File: src/fac_pkg.sv
// package: flash host controller constants, commands, pin bundles
package fac_pkg;
  localparam int FAC_AW = 24;
  localparam int FAC_DW = 16;
  // command words and unlock offsets (word and byte mode)
  localparam logic [15:0] FAC_D_UNLOCK1 = 16'h00aa;
  localparam logic [15:0] FAC_D_UNLOCK2 = 16'h0055;
  localparam logic [15:0] FAC_D_IDENT = 16'h0090;
  localparam logic [15:0] FAC_D_PROG = 16'h00a0;
  localparam logic [15:0] FAC_D_EXIT = 16'h00f0;
  localparam logic [23:0] FAC_A_CMD_W = 24'h000555;
  localparam logic [23:0] FAC_A_CMD_B = 24'h000aaa;
  localparam logic [23:0] FAC_A_UNL2_W = 24'h0002aa;
  localparam logic [23:0] FAC_A_UNL2_B = 24'h000555;
  // identification offsets
  localparam logic [23:0] FAC_ID_MFR = 24'h000000;
  localparam logic [23:0] FAC_ID_DEV1 = 24'h000001;
  localparam logic [23:0] FAC_ID_PROT = 24'h000002;
  localparam logic [23:0] FAC_ID_LOCK = 24'h000003;
  localparam logic [23:0] FAC_ID_DEV2 = 24'h00000e;
  localparam logic [23:0] FAC_ID_DEV3 = 24'h00000f;
  localparam logic [7:0] FAC_POLL_BIT = 8'h07;
  // bus-cycle timing, in ns, and cycles at 100 MHz
  localparam int FAC_CLK_NS = 10;
  localparam int FAC_T_SETUP_NS = 35;
  localparam int FAC_T_PULSE_NS = 35;
  localparam int FAC_T_ACC_NS = 90;
  localparam int FAC_SETUP_CYC = (FAC_T_SETUP_NS + FAC_CLK_NS - 1) / FAC_CLK_NS;
  localparam int FAC_PULSE_CYC = (FAC_T_PULSE_NS + FAC_CLK_NS - 1) / FAC_CLK_NS;
  localparam int FAC_ACC_CYC = (FAC_T_ACC_NS + FAC_CLK_NS - 1) / FAC_CLK_NS;
  localparam int FAC_POLL_LIMIT = 100000;

  typedef enum logic [2:0] {
    FAC_OP_IDENT_ENTER = 3'h0,
    FAC_OP_IDENT_READ = 3'h1,
    FAC_OP_IDENT_EXIT = 3'h2,
    FAC_OP_PROGRAM = 3'h3,
    FAC_OP_READ = 3'h4,
    FAC_OP_RESET = 3'h5
  } fac_op_t;

  typedef struct packed {
    logic ce_n;
    logic we_n;
    logic oe_n;
    logic rst_n;
    logic [23:0] addr;
    logic [15:0] dq_o;
    logic dq_oe_n;
  } fac_pins_t;

  typedef struct packed {
    fac_op_t op;
    logic [23:0] addr;
    logic [15:0] data;
  } fac_req_t;
endpackage

File: src/fac_cycle.sv
// single bus-cycle sequencer: one write or one read on the flash pins
`timescale 1ns/1ps
module fac_cycle (
  // clock and reset
  input wire logic clock_in,
  input wire logic srst_in,
  // cycle request
  input wire logic go_in,
  input wire logic wr_in,
  input wire logic [23:0] addr_in,
  input wire logic [15:0] data_in,
  input wire logic [15:0] dq_sync_in,
  // results
  output logic done_out,
  output logic [15:0] rdata_out,
  output fac_pkg::fac_pins_t pins_out
);
  import fac_pkg::*;

  typedef enum logic [1:0] {
    FAC_C_IDLE = 2'h0,
    FAC_C_SETUP = 2'h1,
    FAC_C_PULSE = 2'h2,
    FAC_C_HOLD = 2'h3
  } fac_cst_t;

  fac_cst_t st_r;
  logic [7:0] cnt_r;
  logic wr_r;

  // ---------------------------------
  // pin sequencing
  // ---------------------------------
  always_ff @(posedge clock_in) begin
    done_out <= 1'b0;
    if (srst_in) begin
      st_r <= FAC_C_IDLE;
      cnt_r <= 8'h00;
      wr_r <= 1'b0;
      rdata_out <= 16'h0000;
      pins_out <= '{ce_n: 1'b1, we_n: 1'b1, oe_n: 1'b1, rst_n: 1'b1,
                    addr: 24'h000000, dq_o: 16'h0000, dq_oe_n: 1'b1};
    end else begin
      unique case (st_r)
        FAC_C_IDLE: begin
          if (go_in) begin
            wr_r <= wr_in;
            pins_out.addr <= addr_in;
            pins_out.dq_o <= data_in;
            pins_out.oe_n <= 1'b1;
            pins_out.ce_n <= 1'b0;
            pins_out.dq_oe_n <= ~wr_in;
            cnt_r <= 8'(FAC_SETUP_CYC);
            st_r <= FAC_C_SETUP;
          end
        end
        FAC_C_SETUP: begin
          if (cnt_r == 8'h01) begin
            if (wr_r) begin
              pins_out.we_n <= 1'b0;
              cnt_r <= 8'(FAC_PULSE_CYC);
            end else begin
              pins_out.oe_n <= 1'b0;
              cnt_r <= 8'(FAC_ACC_CYC + 2);
            end
            st_r <= FAC_C_PULSE;
          end else begin
            cnt_r <= cnt_r - 8'h01;
          end
        end
        FAC_C_PULSE: begin
          if (cnt_r == 8'h01) begin
            // data latched by device on this we rising edge
            pins_out.we_n <= 1'b1;
            pins_out.oe_n <= 1'b1;
            if (!wr_r) rdata_out <= dq_sync_in;
            st_r <= FAC_C_HOLD;
          end else begin
            cnt_r <= cnt_r - 8'h01;
          end
        end
        FAC_C_HOLD: begin
          pins_out.ce_n <= 1'b1;
          pins_out.dq_oe_n <= 1'b1;
          done_out <= 1'b1;
          st_r <= FAC_C_IDLE;
        end
        default: st_r <= FAC_C_IDLE;
      endcase
    end
  end
endmodule

File: src/fac_host.sv
// host controller for parallel flash: identification and single-word program
`timescale 1ns/1ps
// Operation
// - identify entry: AA@555, 55@2AA, 90@555
// - write F0 anywhere to leave identification
// - writes: ce, we low, oe high
// - program: AA, 55, A0, then address/data
// - hardware reset aborts programming
// - after failure host issues reset command
module fac_host #(
  parameter int POLL_LIMIT = fac_pkg::FAC_POLL_LIMIT
) (
  // clock and reset
  input wire logic clock_in,
  input wire logic srst_in,
  // command port
  input wire logic req_valid_in,
  input wire fac_pkg::fac_req_t req_in,
  input wire logic byte_mode_in,
  input wire logic skip_unlock_in,
  output logic req_ready_out,
  output logic resp_valid_out,
  output logic [15:0] resp_data_out,
  output logic resp_fail_out,
  // flash pins
  input wire logic [15:0] dq_in,
  output fac_pkg::fac_pins_t pins_out
);
  import fac_pkg::*;

  typedef enum logic [2:0] {
    FAC_IDLE = 3'h0,
    FAC_SEQ = 3'h1,
    FAC_POLL = 3'h2,
    FAC_RESET = 3'h3,
    FAC_DONE = 3'h4
  } fac_st_t;

  fac_st_t st_r;
  fac_req_t req_r;
  logic byte_r;
  logic skip_r;
  logic [2:0] step_r;
  logic [31:0] poll_r;
  logic [15:0] dq_s1_r;
  logic [15:0] dq_s2_r;
  logic go_r;
  logic wr_r;
  logic [23:0] ca_r;
  logic [15:0] cd_r;
  logic cdone;
  logic [15:0] crdata;
  fac_pins_t cpins;
  logic [3:0] rst_cnt_r;

  // word-mode offset replaced by its byte-mode value in byte mode (555 to AAA, 2AA to 555)
  function automatic logic [23:0] fac_off(input logic bm, input logic [23:0] w,
                                          input logic [23:0] b);
    fac_off = bm ? b : w;
  endfunction

  // ---------------------------------
  // pin input synchroniser
  // ---------------------------------
  always_ff @(posedge clock_in) begin
    dq_s1_r <= dq_in;
    dq_s2_r <= dq_s1_r;
  end

  fac_cycle u_cycle (
    .clock_in(clock_in),
    .srst_in(srst_in),
    .go_in(go_r),
    .wr_in(wr_r),
    .addr_in(ca_r),
    .data_in(cd_r),
    .dq_sync_in(dq_s2_r),
    .done_out(cdone),
    .rdata_out(crdata),
    .pins_out(cpins)
  );

  // ---------------------------------
  // pins: hardware reset overrides cycle
  // ---------------------------------
  always_ff @(posedge clock_in) begin
    if (srst_in) begin
      pins_out <= '{ce_n: 1'b1, we_n: 1'b1, oe_n: 1'b1, rst_n: 1'b1,
                    addr: 24'h000000, dq_o: 16'h0000, dq_oe_n: 1'b1};
    end else begin
      pins_out <= cpins;
      pins_out.rst_n <= ~(st_r == FAC_RESET);
    end
  end

  // ---------------------------------
  // sequencer
  // ---------------------------------
  always_ff @(posedge clock_in) begin
    go_r <= 1'b0;
    resp_valid_out <= 1'b0;
    if (srst_in) begin
      st_r <= FAC_IDLE;
      req_r <= '{op: FAC_OP_READ, addr: 24'h000000, data: 16'h0000};
      byte_r <= 1'b0;
      skip_r <= 1'b0;
      step_r <= 3'h0;
      poll_r <= 32'h0;
      wr_r <= 1'b0;
      ca_r <= 24'h000000;
      cd_r <= 16'h0000;
      req_ready_out <= 1'b0;
      resp_data_out <= 16'h0000;
      resp_fail_out <= 1'b0;
      rst_cnt_r <= 4'h0;
    end else begin
      unique case (st_r)
        FAC_IDLE: begin
          req_ready_out <= 1'b1;
          if (req_valid_in && req_ready_out) begin
            req_ready_out <= 1'b0;
            req_r <= req_in;
            byte_r <= byte_mode_in;
            skip_r <= skip_unlock_in;
            resp_fail_out <= 1'b0;
            step_r <= 3'h0;
            if (req_in.op == FAC_OP_RESET) begin
              rst_cnt_r <= 4'hf;
              st_r <= FAC_RESET;
            end else begin
              st_r <= FAC_SEQ;
            end
          end
        end
        FAC_SEQ: begin
          if (step_r == 3'h0 || cdone) begin
            step_r <= step_r + 3'h1;
            go_r <= 1'b1;
            wr_r <= 1'b1;
            unique case (req_r.op)
              FAC_OP_IDENT_ENTER, FAC_OP_PROGRAM: begin
                if (req_r.op == FAC_OP_PROGRAM && skip_r && step_r < 3'h2)
                  step_r <= 3'h3;
                if (step_r == 3'h0 && !(req_r.op == FAC_OP_PROGRAM && skip_r)) begin
                  ca_r <= fac_off(byte_r, FAC_A_CMD_W, FAC_A_CMD_B);
                  cd_r <= FAC_D_UNLOCK1;
                end else if (step_r == 3'h1) begin
                  ca_r <= fac_off(byte_r, FAC_A_UNL2_W, FAC_A_UNL2_B);
                  cd_r <= FAC_D_UNLOCK2;
                end else if (step_r == 3'h2 || (step_r == 3'h0 && skip_r)) begin
                  ca_r <= fac_off(byte_r, FAC_A_CMD_W, FAC_A_CMD_B);
                  cd_r <= (req_r.op == FAC_OP_IDENT_ENTER) ? FAC_D_IDENT : FAC_D_PROG;
                  if (req_r.op == FAC_OP_IDENT_ENTER) step_r <= 3'h5;
                end else if (step_r == 3'h3) begin
                  ca_r <= req_r.addr;
                  cd_r <= byte_r ? {8'h00, req_r.data[7:0]} : req_r.data;
                end else if (step_r == 3'h4) begin
                  wr_r <= 1'b0;
                  ca_r <= req_r.addr;
                  poll_r <= 32'h0;
                  st_r <= FAC_POLL;
                end else begin
                  go_r <= 1'b0;
                  st_r <= FAC_DONE;
                end
              end
              FAC_OP_IDENT_EXIT: begin
                if (step_r == 3'h0) begin
                  ca_r <= req_r.addr;
                  cd_r <= FAC_D_EXIT;
                end else begin
                  go_r <= 1'b0;
                  st_r <= FAC_DONE;
                end
              end
              default: begin
                if (step_r == 3'h0) begin
                  wr_r <= 1'b0;
                  ca_r <= req_r.addr;
                end else begin
                  go_r <= 1'b0;
                  resp_data_out <= byte_r ? {8'h00, crdata[7:0]} : crdata;
                  st_r <= FAC_DONE;
                end
              end
            endcase
          end
        end
        FAC_POLL: begin
          if (cdone) begin
            if (crdata[FAC_POLL_BIT[3:0]] == req_r.data[FAC_POLL_BIT[3:0]]) begin
              resp_data_out <= crdata;
              st_r <= FAC_DONE;
            end else if (poll_r >= 32'(POLL_LIMIT)) begin
              resp_fail_out <= 1'b1;
              req_r.op <= FAC_OP_IDENT_EXIT;
              step_r <= 3'h0;
              st_r <= FAC_SEQ;
            end else begin
              poll_r <= poll_r + 32'h1;
              go_r <= 1'b1;
            end
          end
        end
        FAC_RESET: begin
          rst_cnt_r <= rst_cnt_r - 4'h1;
          if (rst_cnt_r == 4'h1) st_r <= FAC_DONE;
        end
        FAC_DONE: begin
          resp_valid_out <= 1'b1;
          st_r <= FAC_IDLE;
        end
        default: st_r <= FAC_IDLE;
      endcase
    end
  end
endmodule

File: config.mk
export PLATFORM = sky130hd
export DESIGN_NAME = fac_host
export DESIGN_NICKNAME = d
export VERILOG_FILES = /design/src/fac_pkg.sv /design/src/fac_cycle.sv /design/src/fac_host.sv
export SDC_FILE = /design/constraint.sdc
export NUM_CORES = 1
export LEC_CHECK = 0
export BUFFER_PORTS_ARGS = -buffer_cell sky130_fd_sc_hd__buf_2
export CAP_MARGIN = 20
export CORE_UTILIZATION = 40
export CTS_CLUSTER_DIAMETER = 80
export CTS_CLUSTER_SIZE = 24
export DETAILED_ROUTE_END_ITERATION = 6
export SETUP_SLACK_MARGIN = 0.02
export SKIP_LAST_GASP = 1
export SLEW_MARGIN = 10
export SYNTH_ARGS = -nofsm -noshare
export SYNTH_HDL_FRONTEND = slang
export SYNTH_SLANG_ARGS = --single-unit
File: constraint.sdc
create_clock -name clock_in -period 3.05 [get_ports clock_in]
set_input_delay 0.305 -clock clock_in [delete_from_list [all_inputs] [get_ports clock_in]]
set_output_delay 0.305 -clock clock_in [all_outputs]
set_load 0.005 [all_outputs]
# Word-level counts from Yosys, hierarchy flattened
# Index checks and enable logic that the tools add are counted.
classes:
  mux: 116
  reduce_logical: 40
  n_addsub: 4
  n_eq_ne: 49
  n_bitwise: 3
  n_lt_le_gt_ge: 2
op_table:
  columns: ["cell", "count"]
  rows:
  - ["two-way mux 32 bit", 10]
  - ["two-way mux 16 bit", 12]
  - ["two-way mux 24 bit", 7]
  - ["two-way mux 3 bit", 27]
  - ["case mux 16 bit (2 select lines)", 2]
  - ["case mux 32 bit (2 select lines)", 1]
  - ["two-way mux 43 bit", 1]
  - ["inequality test 2 bit (second input constant)", 19]
  - ["adder 32 x 1 -> 32 bit (second input constant)", 1]
  - [">= comparator 32 x 17 -> 1 bit (second input constant)", 1]
  - ["two-way mux 1 bit", 29]
  - ["two-way mux 8 bit", 3]
  - ["case mux 8 bit (3 select lines)", 1]
  - ["== test 3 x 2 -> 1 bit (second input constant)", 6]
  - ["inequality test 3 bit (second input constant)", 6]
  - ["AND reduction 5 bit", 3]
  - ["nonzero test 2 bit", 7]
  - ["two-way mux 12 bit", 1]
  - ["two-way mux 4 bit", 3]
  - ["case mux 1 bit (2 select lines)", 6]
  - ["case mux 3 bit (4 select lines)", 1]
  - ["AND reduction 3 bit", 4]
  - ["AND reduction 6 bit", 2]
  - ["two-way mux 11 bit", 1]
  - ["34 further kinds", 60]
word_totals:
  word_cells: 251
  register_bits: 297

# Depth between registers and ports, before layout
# Gate-level depths: netlist of the first run.
depth:
  ltp_word: 11
  ltp_mapped: 11
  depth_no_buf: 8

# Hierarchy
# A second synthesis of the first run with hierarchy kept.
unflattened:
  hier_cells: 1257
  area_unflattened_um2: 11300.8
modules_own_cells:
  columns: ["module", "instances", "area_per_inst_um2", "cells_per_inst"]
  rows:
  - ["fac_host", 1, 8293.0, 904]
  - ["fac_cycle", 1, 3007.9, 353]

# Worst setup path after synthesis of the first run
# Ideal clock, no wire load.
synth_timing:
  path_type: "reg2reg"
  startpoint: "register step_r[0]"
  endpoint: "register ca_r[14]"
  path_stages_with_launch: 11
  setup_ns: 0.117
  arrival_time_ns: 2.248
  path_buffers: 2
  synth_period_minus_slack_ns: 2.364
  slack_ns: 0.686
  path_cell_list: "dfxtp_1 > inv_1 > ha_1 > buf_2 > or3_1 > a21o_1 > a32oi_2 > nor2_2 > and3_1 > buf_2 > a22o_1"
synth_between:
  elab_chain_len: 7
  word_cells_on_any_way: 17
synth_lines:
  columns: ["element", "line", "rtl"]
  rows:
  - ["from (decl)", "fac_host.sv:43", "logic [2:0] step_r;"]
  - ["from (signal assigned)", "fac_host.sv:137", "step_r <= step_r + 3'h1;"]
  - ["zero test 3 bit", null, null]
  - ["logical AND 1 bit", "fac_host.sv:150", "end else if (step_r == 3'h2 || (step_r == 3'h0 && skip_r)) begin"]
  - ["logical OR 1 bit", "fac_host.sv:150", null]
  - ["two-way mux 24 bit", "fac_host.sv:150", null]
  - ["two-way mux 24 bit", "fac_host.sv:147", "end else if (step_r == 3'h1) begin"]
  - ["two-way mux 24 bit", "fac_host.sv:144", "if (step_r == 3'h0 && !(req_r.op == FAC_OP_PROGRAM && skip_r)) begin"]
  - ["two-way mux 24 bit", null, null]
  - ["to (signal assigned)", "fac_host.sv:145", "ca_r <= fac_off(byte_r, FAC_A_CMD_W, FAC_A_CMD_B);"]
  - ["to (signal assigned)", "fac_host.sv:148", "ca_r <= fac_off(byte_r, FAC_A_UNL2_W, FAC_A_UNL2_B);"]
  - ["to (signal assigned)", "fac_host.sv:151", "ca_r <= fac_off(byte_r, FAC_A_CMD_W, FAC_A_CMD_B);"]
  - ["to (decl)", "fac_host.sv:49", "logic [23:0] ca_r;"]
# Several ways; a longest one is shown, not always the timed one.
# A chain may end at the register's enable or synchronous reset.

# Worst setup path in the final report of the first run
layout_timing:
  startpoint: "register step_r[2]"
  endpoint: "register poll_r[14]"
layout_between:
  elab_chain_len: 5
  word_cells_on_any_way: 16
layout_lines:
  columns: ["element", "line", "rtl"]
  rows:
  - ["zero test 3 bit", "fac_host.sv:136, fac_host.sv:144, fac_host.sv:150", null]
  - ["logical AND 1 bit", "fac_host.sv:150", null]
  - ["logical OR 1 bit", "fac_host.sv:150", null]
  - ["inequality test 2 bit (no source line)", null, null]
  - ["AND reduction 11 bit (no source line) (*)", null, null]
  - ["to (signal assigned)", "fac_host.sv:200", "poll_r <= poll_r + 32'h1;"]
  - ["to (decl)", "fac_host.sv:44", "logic [31:0] poll_r;"]
# Mark *: on every way between the ends. The rest lies on a longest branch, timed or not.

==> run summary, run 1 <==
highest metal used -> met4
first-pass GRT wire length -> 40200 um
worst hold path class -> primary input to flip-flop
layout cells sized above 1 -> 0.151
CTS Hold Bufs -> 18
ant diodes -> 0
worst flop-to-flop path endpoint -> poll_r[14]
Worst Clk Skew -> 0.0224 ns
Async S/R FF share, synth -> 0
Leakage -> 4.63 nW
routed length on met1 -> 12100 um
commonest non-fill, non-tap cell in the layout -> dfxtp_1
CP top delay family -> compound AO/OA/AOI/OAI gates
Layout fillers -> 2604
pin count of the biggest net entering global routing -> 75
syn nets -> 1279
Total GRT Usage -> 0.175
register clock-pin slew on the reported worst setup and hold paths -> 0.10 ns
Post-CTS Setup Bufs -> 0
HPWL after DPL -> 16200 um
Max-slew headroom -> 0.479
clock buffer count from CTS -> 17
most frequent cells in the layout -> dfxtp_1, nand2_1, a21oi_1
Clock Tree Root -> clkbuf_16
Fmax -> 374 MHz
Worst R2R Path Depth -> 7
Max Cap Viol -> 0
Core ar. -> 26200 um^2
Area Overhead vs Synth -> 14.9%
Hold Path Depth -> 3
Mapped Cells -> 1200
post-route ant nets -> 0
Final Worst Setup Slack -> 0.373 ns
Most used DFF post-synth -> dfxtp_1
vias in the first global route -> 7844
worst hold margin -> 0.0211 ns
Critical Path Slowest Stage Cell -> dfxtp_1
setup repair after global routing missed its margin -> false
# DRC -> 6
Yosys cell types -> 77
row count -> 59
YS warnings -> 0
post-synthesis sequential area ratio -> 0.552
violated checks -> design-rule violations
Post-synth EDFFs -> 0
via count -> 8327
Avg Inst Size Synth -> 8.98 um^2
Clock Latency Late Sink -> 0.52 ns
total die area -> 27600 um^2
initial antenna violation count -> 1
Worst Setup Path Type -> flip-flop to flip-flop
Die H -> 166 um
post-synthesis cell area -> 10800 um^2
worst hold path endpoint -> req_r[26]
pwr/cell area -> 584 nW/um^2
Crit. End Element -> flip-flop
H-tree depth -> 1
Setup crit start kind -> flip-flop
setup TNS -> 0 ns
vias per std cell -> 5.04
hold path start -> req_in[26]
DRT iter0 DRCs -> 511
post-DR wirelength/cell -> 14.8 um
WL met3 -> 1020 um
peak supply drop -> 364 uV
number of hold violations in the final report -> 0
crit-path max cell delay -> 0.62 ns
grt ovf -> 0
critical-path maximum fanout -> 23
Total Wirelength -> 24500 um
post-cts resize count -> 0
routability cong. -> 0.815
number of nets in the layout -> 1390
FF+latch count, synth -> 297
CTS tree -> done
CP Buf/Inv Count -> 1
Longest Clk Path Bufs -> 3
final setup fails -> 0
Reg-to-Reg Start -> step_r[2]
Worst EP required -> 3.49 ns
Buffers on Ports -> 127
Die Span X -> 166 um
Place WS -> 0.433 ns
outcome -> finished with violations
Starting Density -> 0.411
WL met2 -> 10900 um
Max Slew Vio Count -> 0
CTS Sinks -> 297
Final Cycle Share -> 0.878
IO Count -> 128
data arrival time of the critical path -> 3.12 ns
Worst R2R Setup Slack -> 0.37 ns
DR pass1 iterations -> 7
Worst Tran Pin Value -> 0.782 ns
Period minus WS final -> 2.68 ns
critical path cell sequence -> inv_2, ha_1, o41ai_1, o21a_2, o21ai_2, or4_1, nand2_1
[through the flow]
| stage | total power, mW | utilization | area, um^2 | instances |
|---|---|---|---|---|
| after floorplan | 4.69 | - | 10800 | 1200 |
| after global placement | 4.93 | 0.446 | 11700 | 1609 |
| after detailed placement | 4.94 | 0.446 | 11700 | 1609 |
| after CTS | 7.32 | 0.473 | 12400 | 1652 |
| after global routing | 7.55 | 0.473 | 12400 | 1652 |
| final | 7.23 | 0.473 | 12400 | 1652 |
[sequential cells by signal (all words and copies together) (netlist names), 16 cells and up]
name and cells:
u_cycle.pins_out 44, u_cycle.rdata_out 16, cd_r 16, poll_r 32, req_r 43, dq_s2_r 16, resp_data_out 16, dq_s1_r 16
ca_r 24, pins_out 45
[power by group]
| group | switching [mW] | total [mW] | internal, mW |
|---|---|---|---|
| clock network | 1.29 | 2.37 | 1.07 |
| registers | 0.0860 | 4.08 | 4.00 |
| logic | 0.493 | 0.779 | 0.285 |
[worst reg2reg max path: cells and delay by family, from the launching register on]
family	cells	cell delay, ns
buffers and inverters	1	0.17
adders and majority gates	1	0.29
DFF	1	0.62
AOI/OAI and AO/OA	3	0.91
and+or+nand+nor	2	0.62
[cell families (layout without fill, tap and decap cells)]
kind of cell	count (synthesis)	after routing	share of synthesized area
buf+inv	93	210	0.0362
fa+ha+maj	16	16	0.0185
flops	297	297	0.552
mux	11	11	0.0102
simple gates	508	508	0.225
compound gates	266	266	0.151
xor+xnor	9	9	0.00732
[final cells by class]
cell class | count | area [um^2] | share of cell area
inverter | 17 | 63.8 | 0.00515
clock inverter | 6 | 60.1 | 0.00485
tap | 335 | 419 | 0.0338
sequential | 297 | 5950 | 0.480
clock buffer | 19 | 443 | 0.0358
multi-input combinational | 810 | 4460 | 0.360
timing repair buffer | 168 | 995 | 0.0803
[metal layers]
metal / vias to the layer above / track usage
met2: 150 / 0.283
li1: 4289 / -
met1: 3858 / 0.240
met5: - / 0
met3: 30 / 0.0293
met4: 0 / 0.0459
[cells in the mapped netlist (6+ instances only)]
library cell  number  area share
o2bb2ai_1          6      0.0049
mux2i_1           11       0.010
nor3_1            17      0.0079
inv_1             15      0.0052
nor2_1            54       0.019
a21oi_1          154       0.072
ha_1              15       0.017
a211oi_1          10      0.0070
o21ai_1           10      0.0046
or3_1             12      0.0070
nand2_1          258       0.090
dfxtp_1          297        0.55
nor4_1             7      0.0041
nand2b_1          16      0.0093
a22o_1            14       0.011
clkbuf_1          53       0.018
and2_1            19       0.011
or4_1              6      0.0042
buf_2             14      0.0065
nand3_1           32       0.015
nor2b_1           46       0.027
o21ai_0           15      0.0070
[how the worst max path moves through the flow]
stage	start	depth (start not counted)	to	slack, ns
floorplan	step_r[0]	10	ca_r[14]	0.69
CTS	step_r[2]	7	poll_r[14]	0.38
finish	step_r[2]	7	poll_r[14]	0.37
global placement	step_r[0]	8	ca_r[20]	0.50
detailed placement	step_r[0]	8	ca_r[23]	0.43
global route	step_r[2]	7	poll_r[14]	0.18
(Power assumes the default switching activity.)
==> inputs of run 2 (changes only) <==
- CORE_MARGIN: unset -> 2
- CTS_CLUSTER_SIZE: 24 -> unset
==> run 2 against run 1 <==
The flow now finishes without violations. First-iteration DRC count is 8.8% higher. Hold slack better by 0.0012 ns. Die area rose by 2.4%. Power increased by 23%. Highest routed layer unchanged. Fmax increased by 2.0%. Critical path depth is 1 higher. Final cell count increased by 3.8%. Setup slack better by 0.053 ns. Combinational power rose by 3.1%. Sequential share of layout area shrank 3.2 points. Routed wire length grew 0.84%.
==> run summary, run 2 (synthesis gave the netlist of run 1 again) <==
# DRC -> 0
number of hold violations in the final report -> 0
worst hold path class -> primary input to flip-flop
H-tree depth -> 1
post-route ant nets -> 0
Core ar. -> 26700 um^2
DRT iter0 DRCs -> 556
data arrival time of the critical path -> 3.06 ns
Total GRT Usage -> 0.170
clock buffer count from CTS -> 31
Post-CTS Setup Bufs -> 0
Clock Tree Root -> clkbuf_16
max FFs per register -> 45
layout cells sized above 1 -> 0.163
HPWL after DPL -> 16100 um
critical-path maximum fanout -> 12
Top reg by flops -> pins_out
row count -> 60
Fmax -> 381 MHz
initial antenna violation count -> 0
Worst Setup Path Type -> flip-flop to flip-flop
Max Slew Vio Count -> 0
grt ovf -> 0
final setup fails -> 0
biggest regs -> pins_out x45, u_cycle.pins_out x44, req_r x43
Worst EP required -> 3.48 ns
Final Cycle Share -> 0.860
pwr/cell area -> 672 nW/um^2
Crit. End Element -> flip-flop
outcome -> completed
routability cong. -> 0.849
most frequent cells in the layout -> dfxtp_1, nand2_1, a21oi_1
Total Wirelength -> 24700 um
Worst Tran Pin Value -> 0.912 ns
vias per std cell -> 4.96
Buffers on Ports -> 127
number of nets in the layout -> 1428
Leakage -> 5.03 nW
ant diodes -> 0
peak supply drop -> 394 uV
Area Overhead vs Synth -> 23.2%
post-DR wirelength/cell -> 14.4 um
Die Span X -> 168 um
register clock-pin slew on the reported worst setup and hold paths -> 0.06 ns
DR pass1 iterations -> 4
IO Count -> 128
first-pass GRT wire length -> 40000 um
pin count of the biggest net entering global routing -> 84
via count -> 8512
Setup crit start kind -> flip-flop
setup repair after global routing missed its margin -> false
Layout fillers -> 2577
Longest Clk Path Bufs -> 3
CTS Sinks -> 297
vias in the first global route -> 7948
Starting Density -> 0.403
total die area -> 28300 um^2
Clock Latency Late Sink -> 0.56 ns
setup TNS -> 0 ns
Max Cap Viol -> 0
worst hold margin -> 0.0223 ns
CTS tree -> done
Max-slew headroom -> 0.392
Die H -> 168 um
commonest non-fill, non-tap cell in the layout -> dfxtp_1
Worst Clk Skew -> 0.0205 ns
Period minus WS final -> 2.62 ns
[run 2: cell count changes in the layout (fill, tap and decap cells not counted), sizes merged]
cell / change
buf: -4
clkinvlp: +1
clkbuf: +27
bufinv: +5
dlygate4sd3: +28
[run 2: worst max-delay path: stages (launching register included)]
cell and delay [ns]:
dfxtp_1 0.40, inv_1 0.09, ha_1 0.31, or3_1 0.38, a21o_1 0.22, a32oi_2 0.27, nor2_2 0.15, and3_1 0.39
a22o_1 0.30
[run 2: stage by stage]
step | power, mW | utilization | cells | cell area (um^2) | setup WS [ns]
global route | 9.28 | 0.497 | 1715 | 13300 | 0.249
CTS | 9.01 | 0.497 | 1715 | 13300 | 0.433
global placement | 4.92 | 0.438 | 1611 | 11700 | 0.530
finish | 8.91 | 0.497 | 1715 | 13300 | 0.426
detailed placement | 4.93 | 0.438 | 1611 | 11700 | 0.483
floorplan | 4.69 | - | 1200 | 10800 | 0.686
[run 2: timing repair]
action,CTS,global route
endpoints found under the setup margin,0,0
endpoints found under the hold margin,46,0
gates resized for setup,0,0
hold buffers,46,0
[run 2: per-layer routing]
layer	GRT usage	vias to the layer above	wire length [um]
li1	-	4388	-
met1	0.234	3941	12000
met2	0.282	149	11400
met3	0.0261	34	915
met4	0.0375	0	395
met5	0	-	0
[run 2: cell type report]
type                    count  area (um^2)  share of cell area
multi-input cells         810         4460               0.336
flip-flops and latches    297         5950               0.448
inverters                  17         63.8             0.00481
clock inverters            12          195              0.0147
repair buffers            192         1260              0.0948
well taps                 341          427              0.0322
clock buffers              46          922              0.0695
[run 2: final timing paths]
check	start	endpoint	slack (ns)	depth (start not counted)
setup / recovery	step_r[0]	ca_r[17]	0.43	8
hold reg to reg	dq_s1_r[4]	dq_s2_r[4]	0.32	0
hold / removal	req_in[29]	req_r[29]	0.02	3
setup reg to reg	step_r[0]	ca_r[17]	0.43	8
[run 2: report_power, final]
part / switching, mW / leakage (nW) / internal (mW)
Combinational: 0.501 / 2.07 / 0.302
Clock: 1.52 / 0.549 / 2.51
Sequential: 0.0861 / 2.41 / 4.00
Total: 2.10 / 5.03 / 6.81
